--- config.mk ---
export PLATFORM = sky130hd
export DESIGN_NAME = fpe_guard
export DESIGN_NICKNAME = d
export VERILOG_FILES = /design/src/hw/fpe_pkg.sv /design/src/hw/fpe_op_if.sv /design/src/hw/fpe_guard.sv /design/src/hw/fpe_timer.sv
export VERILOG_INCLUDE_DIRS = /design/src /design/src/hw
export SDC_FILE = /design/constraint.sdc
export NUM_CORES = 1
export LEC_CHECK = 0
export ABC_AREA = 1
export BUFFER_PORTS_ARGS = -buffer_cell sky130_fd_sc_hd__buf_2
export CORE_MARGIN = 2
export CORE_UTILIZATION = 60
export DETAILED_ROUTE_END_ITERATION = 12
export GPL_TIMING_DRIVEN = 1
export MAX_ROUTING_LAYER = met4
export PLACE_DENSITY = 0.79
export SETUP_SLACK_MARGIN = 0.02
export SKIP_LAST_GASP = 1
export SYNTH_ARGS = -nofsm -noshare
export SYNTH_HDL_FRONTEND = slang
export SYNTH_SLANG_ARGS = --single-unit
--- constraint.sdc ---
create_clock -name clock -period 51.2 [get_ports clock]
set_clock_uncertainty 0.05 [all_clocks]
set_input_delay 10.24 -clock clock [delete_from_list [all_inputs] [get_ports clock]]
set_output_delay 10.24 -clock clock [all_outputs]
set_load 0.05 [all_outputs]
--- src/hw/fpe_cfg.svh ---
// Constants of the flash program and erase guard: offsets, codes, timing.
`ifndef FPE_CFG_SVH
`define FPE_CFG_SVH

// ----------------------------------------------------------------------
// Register file addresses
// ----------------------------------------------------------------------
`define FPE_ADDR_CTRL_STAT 12'hFF8
`define FPE_ADDR_PAGE_SECT 12'hFF9
`define FPE_ADDR_KHZ_HIGH 12'hFFA
`define FPE_ADDR_KHZ_LOW 12'hFFB

// ----------------------------------------------------------------------
// Control commands
// ----------------------------------------------------------------------
`define FPE_CMD_RESET 8'h00
`define FPE_CMD_UNLOCK1 8'h73
`define FPE_CMD_UNLOCK2 8'h8C
`define FPE_CMD_PAGE_ERASE 8'h95
`define FPE_CMD_MASS_ERASE 8'h63
`define FPE_CMD_SECT_SEL 8'h5E

// ----------------------------------------------------------------------
// Status codes
// ----------------------------------------------------------------------
`define FPE_STAT_LOCKED 8'h00
`define FPE_STAT_UNLK1 8'h01
`define FPE_STAT_UNLK2 8'h02
`define FPE_STAT_UNLOCKED 8'h03
`define FPE_STAT_SECT_SEL 8'h04
`define FPE_STAT_PROG 8'h08
`define FPE_STAT_PERASE 8'h10
`define FPE_STAT_MERASE 8'h20

// ----------------------------------------------------------------------
// Field positions and reset values
// ----------------------------------------------------------------------
`define FPE_PAGE_SHIFT 9
`define FPE_PAGE_BITS 7
`define FPE_SECT_SHIFT 10
`define FPE_INFO_BASE 16'hFE00
`define FPE_RST_PAGE 8'h00
`define FPE_RST_SECT 8'h00
`define FPE_RST_KHZ 16'h0000

// ----------------------------------------------------------------------
// Operation times in microseconds, and the kHz-to-cycle divisor
// ----------------------------------------------------------------------
`define FPE_PROG_TIME_US 40
`define FPE_PERASE_TIME_US 10000
`define FPE_MERASE_TIME_US 200000
`define FPE_KHZ_PER_MHZ 1000

`endif

--- src/hw/fpe_pkg.sv ---
// Types of the flash program and erase guard.
package fpe_pkg;

    typedef enum logic [2:0] {
        FPE_LOCKED,
        FPE_UNLK1,
        FPE_UNLK2,
        FPE_UNLOCKED,
        FPE_PROG,
        FPE_PERASE,
        FPE_MERASE
    } fpe_state_t;

    typedef enum logic [1:0] {
        FPE_OP_PROG,
        FPE_OP_PERASE,
        FPE_OP_MERASE
    } fpe_op_t;

    typedef struct packed {
        fpe_state_t st;
        logic sect_sel;
        logic mass_all;
        logic [7:0] page;
        logic [7:0] sect;
        logic [15:0] khz;
        logic [7:0] rdata;
        logic tmr_start;
        fpe_op_t tmr_kind;
        logic prog_stb;
        logic [15:0] f_addr;
        logic [7:0] f_wdata;
        logic perase_stb;
        logic merase_stb;
        logic stall;
        logic prog_done;
        logic prog_refused;
        logic dbg_rd_ok;
        logic dbg_rd_refused;
    } fpe_regs_t;

    typedef struct packed {
        logic run;
        logic done;
        logic [31:0] cnt;
    } fpe_tmr_t;

endpackage : fpe_pkg

--- src/hw/fpe_op_if.sv ---
// Handshake between the guard sequencer and its operation timer.
`timescale 1ns/1ps
`default_nettype none
interface fpe_op_if;
    import fpe_pkg::*;
    logic start;
    fpe_op_t kind;
    logic [15:0] khz;
    logic done;
    modport ctl (output start, output kind, output khz, input done);
    modport tmr (input start, input kind, input khz, output done);
endinterface : fpe_op_if
`default_nettype wire

--- src/hw/fpe_guard.sv ---
// Flash program and erase sequencer with lock, page and sector guards.
`timescale 1ns/1ps
`default_nettype none
`include "fpe_cfg.svh"

module fpe_guard
    import fpe_pkg::*;
#(
    parameter int unsigned SECT_SHIFT = `FPE_SECT_SHIFT,
    parameter int unsigned PROG_US = `FPE_PROG_TIME_US,
    parameter int unsigned PERASE_US = `FPE_PERASE_TIME_US,
    parameter int unsigned MERASE_US = `FPE_MERASE_TIME_US
) (
    input wire logic clock,
    input wire logic sys_rst,
    input wire logic clk_en,
    input wire logic reg_wr,
    input wire logic reg_rd,
    input wire logic reg_dbg,
    input wire logic [11:0] reg_addr,
    input wire logic [7:0] reg_wdata,
    output logic [7:0] reg_rdata,
    input wire logic read_guard_option,
    input wire logic write_guard_option,
    input wire logic prog_req,
    input wire logic prog_dbg,
    input wire logic [15:0] prog_addr,
    input wire logic [7:0] prog_data,
    output logic prog_done,
    output logic prog_refused,
    input wire logic dbg_rd_req,
    input wire logic [15:0] dbg_rd_addr,
    output logic dbg_rd_ok,
    output logic dbg_rd_refused,
    input wire logic [7:0] flash_rdata,
    output logic flash_prog,
    output logic [15:0] flash_addr,
    output logic [7:0] flash_wdata,
    output logic flash_page_erase,
    output logic flash_mass_erase,
    output logic cpu_stall
);

    // ------------------------------------------------------------------
    // State and timer
    // ------------------------------------------------------------------
    fpe_regs_t s_ff;
    fpe_regs_t nxt_s;
    fpe_op_if op ();

    fpe_timer #(
        .PROG_US(PROG_US),
        .PERASE_US(PERASE_US),
        .MERASE_US(MERASE_US)
    ) u_timer (
        .clock(clock),
        .sys_rst(sys_rst),
        .clk_en(clk_en),
        .op(op)
    );

    assign op.start = s_ff.tmr_start;
    assign op.kind = s_ff.tmr_kind;
    assign op.khz = s_ff.khz;

    // ------------------------------------------------------------------
    // Decode helpers
    // ------------------------------------------------------------------
    logic ctrl_wr;
    logic page_wr;
    logic [15:0] page_base;
    logic [2:0] page_sect;
    logic [2:0] prog_sect;
    logic page_prot;
    logic prog_prot;
    logic prog_in_page;
    logic prog_in_info;
    logic prog_ok;

    always_comb begin
        ctrl_wr = reg_wr && (reg_addr == `FPE_ADDR_CTRL_STAT);
        page_wr = reg_wr && (reg_addr == `FPE_ADDR_PAGE_SECT);
        page_base = {s_ff.page[`FPE_PAGE_BITS-1:0],
                     {`FPE_PAGE_SHIFT{1'b0}}};
        page_sect = page_base[SECT_SHIFT +: 3];
        prog_sect = prog_addr[SECT_SHIFT +: 3];
        page_prot = s_ff.sect[page_sect];
        prog_prot = s_ff.sect[prog_sect];
        prog_in_page = prog_addr[15:`FPE_PAGE_SHIFT]
            == s_ff.page[`FPE_PAGE_BITS-1:0];
        prog_in_info = prog_addr >= `FPE_INFO_BASE;
        prog_ok = (s_ff.st == FPE_UNLOCKED)
            && !prog_in_info
            && (write_guard_option || prog_dbg)
            && (prog_in_page || s_ff.mass_all || prog_dbg)
            && (!prog_prot || prog_dbg);
    end

    // ------------------------------------------------------------------
    // Next state
    // ------------------------------------------------------------------
    always_comb begin
        nxt_s = s_ff;
        nxt_s.tmr_start = 1'b0;
        nxt_s.prog_stb = 1'b0;
        nxt_s.perase_stb = 1'b0;
        nxt_s.merase_stb = 1'b0;
        nxt_s.prog_done = 1'b0;
        nxt_s.prog_refused = 1'b0;
        nxt_s.dbg_rd_ok = 1'b0;
        nxt_s.dbg_rd_refused = 1'b0;

        // Debugger reads of user code are refused under the read guard.
        if (dbg_rd_req) begin
            if (read_guard_option && (dbg_rd_addr < `FPE_INFO_BASE)) begin
                nxt_s.dbg_rd_refused = 1'b1;
            end else begin
                nxt_s.dbg_rd_ok = 1'b1;
            end
        end

        // Register reads: status at the shared control address.
        if (reg_rd) begin
            case (reg_addr)
                `FPE_ADDR_CTRL_STAT: begin
                    case (s_ff.st)
                        FPE_UNLK1: nxt_s.rdata = `FPE_STAT_UNLK1;
                        FPE_UNLK2: nxt_s.rdata = `FPE_STAT_UNLK2;
                        FPE_UNLOCKED: nxt_s.rdata = `FPE_STAT_UNLOCKED;
                        FPE_PROG: nxt_s.rdata = `FPE_STAT_PROG;
                        FPE_PERASE: nxt_s.rdata = `FPE_STAT_PERASE;
                        FPE_MERASE: nxt_s.rdata = `FPE_STAT_MERASE;
                        default: nxt_s.rdata = s_ff.sect_sel
                            ? `FPE_STAT_SECT_SEL : `FPE_STAT_LOCKED;
                    endcase
                end
                `FPE_ADDR_PAGE_SECT: nxt_s.rdata = s_ff.sect_sel
                    ? s_ff.sect : s_ff.page;
                `FPE_ADDR_KHZ_HIGH: nxt_s.rdata = s_ff.khz[15:8];
                `FPE_ADDR_KHZ_LOW: nxt_s.rdata = s_ff.khz[7:0];
                default: nxt_s.rdata = 8'h00;
            endcase
        end

        // Frequency setting, high and low halves.
        if (reg_wr && (reg_addr == `FPE_ADDR_KHZ_HIGH)) begin
            nxt_s.khz[15:8] = reg_wdata;
        end
        if (reg_wr && (reg_addr == `FPE_ADDR_KHZ_LOW)) begin
            nxt_s.khz[7:0] = reg_wdata;
        end

        // Any control write other than 5EH deselects sector protection.
        if (ctrl_wr) begin
            nxt_s.sect_sel = (reg_wdata == `FPE_CMD_SECT_SEL);
        end

        // Writes at the shared page and sector address.
        if (page_wr && s_ff.sect_sel) begin
            if (reg_dbg) begin
                nxt_s.sect = reg_wdata;
            end else begin
                nxt_s.sect = s_ff.sect | reg_wdata;
            end
        end

        case (s_ff.st)
            FPE_LOCKED: begin
                nxt_s.mass_all = 1'b0;
                if (page_wr && !s_ff.sect_sel) begin
                    nxt_s.page = reg_wdata;
                end
                if (ctrl_wr && (reg_wdata == `FPE_CMD_UNLOCK1)) begin
                    nxt_s.st = FPE_UNLK1;
                end
            end
            FPE_UNLK1: begin
                if (ctrl_wr) begin
                    if (reg_wdata == `FPE_CMD_UNLOCK2) begin
                        // The debugger needs no second page write.
                        nxt_s.st = reg_dbg ? FPE_UNLOCKED : FPE_UNLK2;
                    end else begin
                        nxt_s.st = FPE_LOCKED;
                    end
                end else if (page_wr) begin
                    nxt_s.st = FPE_LOCKED;
                end
            end
            FPE_UNLK2: begin
                if (ctrl_wr) begin
                    nxt_s.st = FPE_LOCKED;
                end else if (page_wr) begin
                    if (reg_wdata == s_ff.page) begin
                        nxt_s.st = FPE_UNLOCKED;
                    end else begin
                        nxt_s.st = FPE_LOCKED;
                    end
                end
            end
            FPE_UNLOCKED: begin
                if (page_wr && reg_dbg && !s_ff.sect_sel) begin
                    nxt_s.page = reg_wdata;
                end
                if (ctrl_wr) begin
                    nxt_s.st = FPE_LOCKED;
                    if (reg_wdata == `FPE_CMD_PAGE_ERASE
                        && (write_guard_option || reg_dbg)
                        && (!page_prot || reg_dbg)) begin
                        nxt_s.st = FPE_PERASE;
                        nxt_s.perase_stb = 1'b1;
                        nxt_s.f_addr = page_base;
                        nxt_s.tmr_start = 1'b1;
                        nxt_s.tmr_kind = FPE_OP_PERASE;
                        nxt_s.stall = !reg_dbg;
                    end else if (reg_wdata == `FPE_CMD_MASS_ERASE
                        && reg_dbg) begin
                        nxt_s.st = FPE_MERASE;
                        nxt_s.merase_stb = 1'b1;
                        nxt_s.f_addr = 16'h0000;
                        nxt_s.tmr_start = 1'b1;
                        nxt_s.tmr_kind = FPE_OP_MERASE;
                    end
                end else if (prog_req) begin
                    if (prog_ok) begin
                        nxt_s.st = FPE_PROG;
                        nxt_s.prog_stb = 1'b1;
                        nxt_s.f_addr = prog_addr;
                        nxt_s.f_wdata = prog_data & flash_rdata;
                        nxt_s.tmr_start = 1'b1;
                        nxt_s.tmr_kind = FPE_OP_PROG;
                        nxt_s.stall = !prog_dbg;
                    end else begin
                        nxt_s.prog_refused = 1'b1;
                    end
                end
            end
            FPE_PROG: begin
                if (op.done) begin
                    nxt_s.st = FPE_UNLOCKED;
                    nxt_s.stall = 1'b0;
                    nxt_s.prog_done = 1'b1;
                end
            end
            FPE_PERASE: begin
                if (op.done) begin
                    nxt_s.st = FPE_LOCKED;
                    nxt_s.stall = 1'b0;
                end
            end
            FPE_MERASE: begin
                if (op.done) begin
                    // Every page below the information area stays open for programming after this, unless its sector is protected.
                    nxt_s.st = FPE_UNLOCKED;
                    nxt_s.mass_all = 1'b1;
                end
            end
            default: nxt_s.st = FPE_LOCKED;
        endcase

        // Program requests outside the open state are answered with prog_refused.
        if (prog_req && (s_ff.st != FPE_UNLOCKED)) begin
            nxt_s.prog_refused = 1'b1;
        end
    end

    // ------------------------------------------------------------------
    // State register
    // ------------------------------------------------------------------
    always_ff @(posedge clock) begin
        if (sys_rst) begin
            s_ff <= '0;
            s_ff.st <= FPE_LOCKED;
            s_ff.page <= `FPE_RST_PAGE;
            s_ff.sect <= `FPE_RST_SECT;
            s_ff.khz <= `FPE_RST_KHZ;
        end else if (clk_en) begin
            s_ff <= nxt_s;
        end
    end

    // ------------------------------------------------------------------
    // Outputs
    // ------------------------------------------------------------------
    assign reg_rdata = s_ff.rdata;
    assign prog_done = s_ff.prog_done;
    assign prog_refused = s_ff.prog_refused;
    assign dbg_rd_ok = s_ff.dbg_rd_ok;
    assign dbg_rd_refused = s_ff.dbg_rd_refused;
    assign flash_prog = s_ff.prog_stb;
    assign flash_addr = s_ff.f_addr;
    assign flash_wdata = s_ff.f_wdata;
    assign flash_page_erase = s_ff.perase_stb;
    assign flash_mass_erase = s_ff.merase_stb;
    assign cpu_stall = s_ff.stall;

endmodule : fpe_guard
`default_nettype wire

--- src/hw/fpe_timer.sv ---
// Operation timer scaled by the clock frequency setting in kHz.
`timescale 1ns/1ps
`default_nettype none
`include "fpe_cfg.svh"
module fpe_timer
    import fpe_pkg::*;
#(
    parameter int unsigned PROG_US = `FPE_PROG_TIME_US,
    parameter int unsigned PERASE_US = `FPE_PERASE_TIME_US,
    parameter int unsigned MERASE_US = `FPE_MERASE_TIME_US
) (
    input wire logic clock,
    input wire logic sys_rst,
    input wire logic clk_en,
    fpe_op_if.tmr op
);

    fpe_tmr_t t_ff;
    fpe_tmr_t nxt_t;
    logic [39:0] dur_us;
    logic [39:0] cycles;

    // Duration in cycles is kHz times microseconds over one thousand.
    always_comb begin
        case (op.kind)
            FPE_OP_PERASE: dur_us = 40'(PERASE_US);
            FPE_OP_MERASE: dur_us = 40'(MERASE_US);
            default: dur_us = 40'(PROG_US);
        endcase
        cycles = ({24'h0, op.khz} * dur_us) / 40'(`FPE_KHZ_PER_MHZ);
        if (cycles == 40'h0) begin
            cycles = 40'h1;
        end
    end

    always_comb begin
        nxt_t = t_ff;
        nxt_t.done = 1'b0;
        if (op.start) begin
            nxt_t.run = 1'b1;
            nxt_t.cnt = cycles[31:0];
        end else if (t_ff.run) begin
            if (t_ff.cnt <= 32'h1) begin
                nxt_t.run = 1'b0;
                nxt_t.done = 1'b1;
                nxt_t.cnt = 32'h0;
            end else begin
                nxt_t.cnt = t_ff.cnt - 32'h1;
            end
        end
    end

    always_ff @(posedge clock) begin
        if (sys_rst) begin
            t_ff <= '0;
        end else if (clk_en) begin
            t_ff <= nxt_t;
        end
    end

    assign op.done = t_ff.done;

endmodule : fpe_timer
`default_nettype wire

==> flow_metrics.tcl, run 1 <==
set metrics [dict create \
    status "complete, no violations" \
    fp.dieW_um 184 \
    clk_latency_ns 0.43 \
    h-tree-depth 4 \
    swShare_pct 26.7 \
    crit_required_ns 51.52 \
    cts_made_buffers 17 \
    period_needed_ns 19.25 \
    drive_gt1_share_pct 19.0 \
    finalCritPeriodShare_pct 37.6 \
    reg2reg_to "u_timer.t_ff[0]$_SDFFE_PP0P_" \
    clk_path_buf_depth 2 \
    hold_class "reg -> reg" \
    critical_path.endpoint "u_timer.t_ff[0]$_SDFFE_PP0P_" \
    yosysMostFrequentCell "nand2_1" \
    drt_iter0_markers 1066 \
    die_h_um 184 \
    muxShareOfSynthArea_pct 0 \
    port_buffers 109 \
    grtUsageMet3_pct 2.45 \
    start_util_pct 61.3 \
    final.setup.tns_ns 0 \
    intPower_mw 0.162 \
    yosys.area.top_type "dfxtp_1" \
    switching_power_mw 0.0592 \
    area.growth.synth_to_final_pct 6.46 \
    wl_per_cell_um 13.8 \
    ctsHoldBuffers 0 \
    max-vdd-ir-drop_v 0.0000196 \
    top_usage_layer "met2" \
    multiInputGateArea_um2 14400 \
    avgSynthCellArea_um2 6.61 \
    tightestPinTransition_ns 1.27 \
    cts_root_buffer "clkbuf_16" \
    rsz0062_at_grt "no" \
    fin_util_pct 65.2 \
    slowest_stage "ha_1" \
    async_flop_share_pct 0 \
    synth_cells 2947 \
    cts_resized 0 \
    critical_path_class "reg -> reg" \
    hpwl_um 39700 \
    antenna_cells 0 \
    grt_use_met1_pct 35.5 \
    cts_setup_buffers 0 \
    drv_cap 0 \
    startpoint_type "flip-flop" \
    rrSetupSlack_ns 31.95 \
    io_pins 119 \
    reg2reg_depth 145 \
    worstHoldPathCells 2 \
    hold_viol 0 \
    via_per_inst 5.33 \
    leakage_nw 11.6 \
    antenna_left 0 \
    grt_pass1_wl_um 79400 \
    ys.flop_type "dfxtp_1" \
    dieArea_um2 33900 \
    yosys_warnings 0 \
    yosysSeqAreaShare_pct 11.7 \
    seqCellArea_um2 2280 \
    track_usage_pct 28.9 \
    synth_adder_area_share_pct 21.2 \
    met2_usage_pct 51.5 \
    syn-cell-area_um2 19500 \
    p_clk_share_pct 54.4 \
    power_mw 0.222 \
    cts_tree "built" \
    path_common_cell "nand2_2" \
    crit_start "op.kind[0]$_SDFFE_PP0P_" \
    critPathMaxStageDelay_ns 0.91 \
    antenna_found_initial 0 \
    drcViolationCount 0 \
    seqPwrFrac_pct 40.3 \
    worst_setup_path_end_kind "flip-flop" \
    synth_edf_count 0 \
    synth_compound_area_share_pct 11.8 \
    core_area_um2 31800 \
    cts_sinks 114 \
    yosys_register_bits 114 \
    fmax_mhz 52.0 \
    synth_top_family_by_area "simple AND/OR/NAND/NOR gates" \
    grt.overflow.total 0 \
    synth_cell_types 70 \
    combPwrFrac_pct 5.3 \
    synthSimpleGateAreaFrac_pct 36.6 \
    arrival_ns 19.56 \
    vias 18400 \
    std_cell_rows 65 \
    place_congestion 0.941 \
    synth_common_cells "nand2_1 (580), inv_1 (554), nor2_1 (227)" \
    synth_xor_area_share_pct 4.08 \
    path_max_fanout 32 \
    synth_nets 3289 \
    pre_cts_slack_ns 32.00 \
    grt_max_degree 72 \
    firstDrtPassIters 8 \
    wl_um 47600 \
    num-fill-cells 2887 \
    nets 3346 \
    grt_pass1_vias 17500 \
    ys_top_cells_by_area "dfxtp_1 (12%), fa_1 (11%), nand2_1 (11%)" \
    clk_pin_slew_ns 0.07 \
    r2r_start "op.kind[0]$_SDFFE_PP0P_" \
    synth_top_area_share_pct 11.7 \
    p_per_area_nw_per_um2 10.7 \
    slew_headroom_pct 15.5 \
    final-max-slew-violation-count 0 \
    fin_ws_ns 31.95 \
    setup_viol 0 \
]
## layer usage
metal	wire [µm]	vias up	part of all wire, %
met1	21500	8498	45
li1	-	9382	-
met3	1780	72	3.7
met2	23500	435	49
met5	0	-	0
met4	839	0	1.8
## flip-flops by register name (all words and copies together), names as in the netlist
name and count:
s_ff 14, prog_refused 1, page_base 7, prog_done 1, dbg_rd_refused 1, flash_mass_erase 1, flash_wdata 8, dbg_rd_ok 1
flash_addr 16, flash_prog 1, u_timer.t_ff 33, flash_page_erase 1, op.kind 2, cpu_stall 1, op.khz 16, op.start 1
reg_rdata 8, u_timer.op.done 1
## power groups by stage
stage	registers, mW	logic, mW	clock network, mW
finish	0.0893	0.0117	0.121
global route	0.0893	0.0125	0.125
CTS	0.0893	0.0114	0.121
detailed placement	0.0912	0.0114	0
global placement	0.0912	0.0112	0
floorplan	0.0917	0.00507	0
## through the flow
| stage | hold WS [ns] | std cells | cell area [µm²] |
|---|---|---|---|
| final | 0.409 | 3452 | 20700 |
| after global routing | 0.428 | 3452 | 20700 |
| after CTS | 0.413 | 3452 | 20700 |
| after detailed placement | 0.403 | 3420 | 20200 |
| after global placement | 0.398 | 3420 | 20200 |
| after floorplan | 0.391 | 2947 | 19500 |
## critical path: cells and delay by family (launching register included)
kind / cells / cell delay [ns]
buffers and inverters: 16 / 1.06
flip-flops: 1 / 0.33
AND/OR/NAND/NOR: 110 / 11.15
AO/OA/AOI/OAI: 10 / 2.20
XOR/XNOR: 1 / 0.22
adder cells (fa/ha/maj): 8 / 4.06
## cell families (layout without fill, tap and decap cells)
group                    after synthesis  after routing
flip-flops                           114            114
AO/OA/AOI/OAI                        375            375
AND/OR/NAND/NOR                     1404           1404
adder cells (fa/ha/maj)              263            263
buffers and inverters                702            772
XOR/XNOR                              89             89
## worst min path at each step
stage                                        to                   startpoint  slack (ns)
finish              flash_wdata[4]$_SDFFE_PP0P_  flash_wdata[4]$_SDFFE_PP0P_        0.41
global placement          s_ff[65]$_SDFFE_PP0P_        s_ff[65]$_SDFFE_PP0P_        0.40
floorplan                 s_ff[65]$_SDFFE_PP0P_        s_ff[65]$_SDFFE_PP0P_        0.39
CTS                  flash_addr[4]$_SDFFE_PP0P_   flash_addr[4]$_SDFFE_PP0P_        0.41
global route          prog_refused$_SDFFE_PP0P_    prog_refused$_SDFFE_PP0P_        0.43
detailed placement   flash_addr[4]$_SDFFE_PP0P_   flash_addr[4]$_SDFFE_PP0P_        0.40
## placed cells by master (no fill, tap or decap), types with 15 or more instances in the layout
cell,n
fa_1,111
clkbuf_16,17
nand3_2,40
nor2_2,46
nand4_1,33
ha_1,152
buf_2,109
xor2_1,73
nor4_1,15
nand2_4,49
a21oi_1,120
inv_2,55
o21ai_2,18
o21ai_1,33
dfxtp_1,114
nor3_1,23
o21ai_0,79
nand2_1,580
nand2_2,150
nand3_1,188
inv_1,554
a31oi_1,25
nor2_1,227
xnor2_1,15
## final cells by class
type	instances	area share, %
Clock buffer	18	2.12
Inverter	628	11.6
Multi-Input combinational cell	2131	69.2
Timing Repair Buffer	112	2.74
Clock inverter	14	0.700
Sequential cell	114	11.0
Tap cell	435	2.62
Note: power is estimated with default switching activity, not from simulation.
==> run 2, diff against run 1 <==
clock period = 19.7 ns   (was 51.2 ns; I/O delays follow)
==> run 2 against run 1 <==
  * Die area did not move
  * Utilization rose by 1.6 points
  * First-iteration DRC count fell by 9.7%
  * Combinational power rose to 2.6 times the previous value
  * Final area rose by 2.5%
  * Total power rose to 2.6 times the previous value
  * Cell count rose by 0.64%
  * Critical path type unchanged
==> flow_metrics.tcl, run 2 (synthesis gave the netlist of run 1 again) <==
set metrics [dict create \
    hold_class "reg -> reg" \
    fp.dieW_um 184 \
    critical_path_class "reg -> reg" \
    drive_gt1_share_pct 21.7 \
    final-max-slew-violation-count 0 \
    p_clk_share_pct 54.7 \
    tightestPinTransition_ns 1.24 \
    worstHoldPathCells 2 \
    path_max_fanout 10 \
    layout_common_cells "nand2_1 (572), inv_1 (552), nor2_1 (210)" \
    grt_max_degree 72 \
    nets 3368 \
    fin_util_pct 66.9 \
    cts_root_buffer "clkbuf_16" \
    status "complete, no violations" \
    vias 18500 \
    dp_cells 3420 \
    io_pins 119 \
    core_area_um2 31800 \
    fin_ws_ns 1.39 \
    drcViolationCount 0 \
    rrSetupSlack_ns 1.39 \
    switching_power_mw 0.157 \
    hp-start "dbg_rd_refused$_SDFFE_PP0P_" \
    cts_tree "built" \
    antenna_found_initial 0 \
    p_per_area_nw_per_um2 27.2 \
    final_cells 3474 \
    die_h_um 184 \
    arrival_ns 18.62 \
    wl_per_cell_um 14.0 \
    finalCritPeriodShare_pct 92.9 \
    num-fill-cells 2805 \
    crit_start "op.kind[0]$_SDFFE_PP0P_" \
    firstDrtPassIters 5 \
    critPathMaxStageDelay_ns 0.54 \
    crit_required_ns 20.01 \
    reg2reg_to "u_timer.t_ff[0]$_SDFFE_PP0P_" \
    combPwrFrac_pct 5.2 \
    largest_reg_flops 33 \
    final_common_cell "nand2_1" \
    leakage_nw 11.8 \
    cts_sinks 114 \
    cts_made_buffers 17 \
    grt.overflow.total 0 \
    area.growth.synth_to_final_pct 9.14 \
    power_mw 0.578 \
    min_to "dbg_rd_refused$_SDFFE_PP0P_" \
    swShare_pct 27.2 \
    r2r_start "op.kind[0]$_SDFFE_PP0P_" \
    grt_pass1_vias 17500 \
    drv_cap 0 \
    final.setup.tns_ns 0 \
    period_needed_ns 18.31 \
    hold_viol 0 \
    seqPwrFrac_pct 40.1 \
    largest_register "u_timer.t_ff" \
    final_cell_area_um2 21300 \
    h-tree-depth 4 \
    slew_headroom_pct 17.4 \
    antenna_cells 0 \
    pre_cts_slack_ns 0.603 \
    worst_setup_path_end_kind "flip-flop" \
    clk_pin_slew_ns 0.06 \
    grt_pass1_wl_um 79200 \
    clk_path_buf_depth 2 \
    path_common_cell "nand2_2" \
    hpwl_um 39400 \
    antenna_left 0 \
    slowest_stage "fa_1" \
    track_usage_pct 28.8 \
    reg2reg_depth 143 \
    drt_iter0_markers 963 \
    ctsHoldBuffers 0 \
    fmax_mhz 54.6 \
    via_per_inst 5.33 \
    holdWs_ns 0.412 \
    place_congestion 0.938 \
    intPower_mw 0.421 \
    setup_viol 0 \
    wl_um 48500 \
    max-vdd-ir-drop_v 0.0000477 \
    port_buffers 109 \
    startpoint_type "flip-flop" \
    dieArea_um2 33900 \
    clk_latency_ns 0.43 \
    placed_area_um2 20200 \
    std_cell_rows 65 \
    start_util_pct 61.3 \
]
## run 2: cell types whose count changed in the layout (fill, tap and decap cells not counted), moves of 7 or more
| cell | previous run | this run |
|---|---|---|
| o21ai_2 | 18 | 32 |
| o21ai_1 | 33 | 22 |
| buf_4 | 3 | 23 |
| nand3_2 | 40 | 50 |
| nor2_4 | 12 | 19 |
| nand2_1 | 580 | 572 |
| nor2_2 | 46 | 56 |
| nor2_1 | 227 | 210 |
| nand3_1 | 188 | 176 |
## run 2: final cells by class
class / count / area (µm²) / share of cell area, %
clock buffers: 17 / 425 / 2.00
clock inverters: 15 / 160 / 0.753
inverters: 628 / 2400 / 11.3
multi-input cells: 2132 / 14700 / 69.2
flip-flops and latches: 114 / 2280 / 10.7
well taps: 435 / 544 / 2.56
repair buffers: 133 / 729 / 3.43
## run 2: repair_timing
item / CTS / global route
resized for setup: 0 / 88
setup buffers: 0 / 21
setup endpoints to repair: 0 / 4
## run 2: power groups by stage
| stage | Sequential, mW | Clock [mW] | Combinational, mW |
|---|---|---|---|
| final | 0.232 | 0.316 | 0.0299 |
| after global routing | 0.232 | 0.330 | 0.0323 |
| after detailed placement | 0.237 | 0 | 0.0294 |
| after floorplan | 0.238 | 0 | 0.0132 |
| after global placement | 0.237 | 0 | 0.0291 |
| after CTS | 0.232 | 0.319 | 0.0294 |
## run 2: critical path: cells and delay by family, from the launching register on
family / cells / cell delay (ns)
DFF: 1 / 0.35
adders and majority gates: 8 / 3.63
and+or+nand+nor: 102 / 10.46
buffers and inverters: 21 / 1.61
AOI/OAI and AO/OA: 12 / 2.09
## run 2: per-layer routing
layer / vias to the layer above / part of all wire (%) / track usage, %
li1: 9400 / - / -
met1: 8587 / 44 / 35.6
met2: 414 / 50 / 50.6
met3: 109 / 3.6 / 2.71
met4: 0 / 2.4 / 7.68
met5: - / 0 / -
## run 2: worst max path at each step
stage	cells after the start	slack, ns	endpoint
global route	149	-0.14	u_timer.t_ff[0]$_SDFFE_PP0P_
floorplan	145	3.20	u_timer.t_ff[0]$_SDFFE_PP0P_
finish	143	1.39	u_timer.t_ff[0]$_SDFFE_PP0P_
detailed placement	138	0.60	u_timer.t_ff[0]$_SDFFE_PP0P_
global placement	142	1.16	u_timer.t_ff[0]$_SDFFE_PP0P_
CTS	140	0.52	u_timer.t_ff[0]$_SDFFE_PP0P_
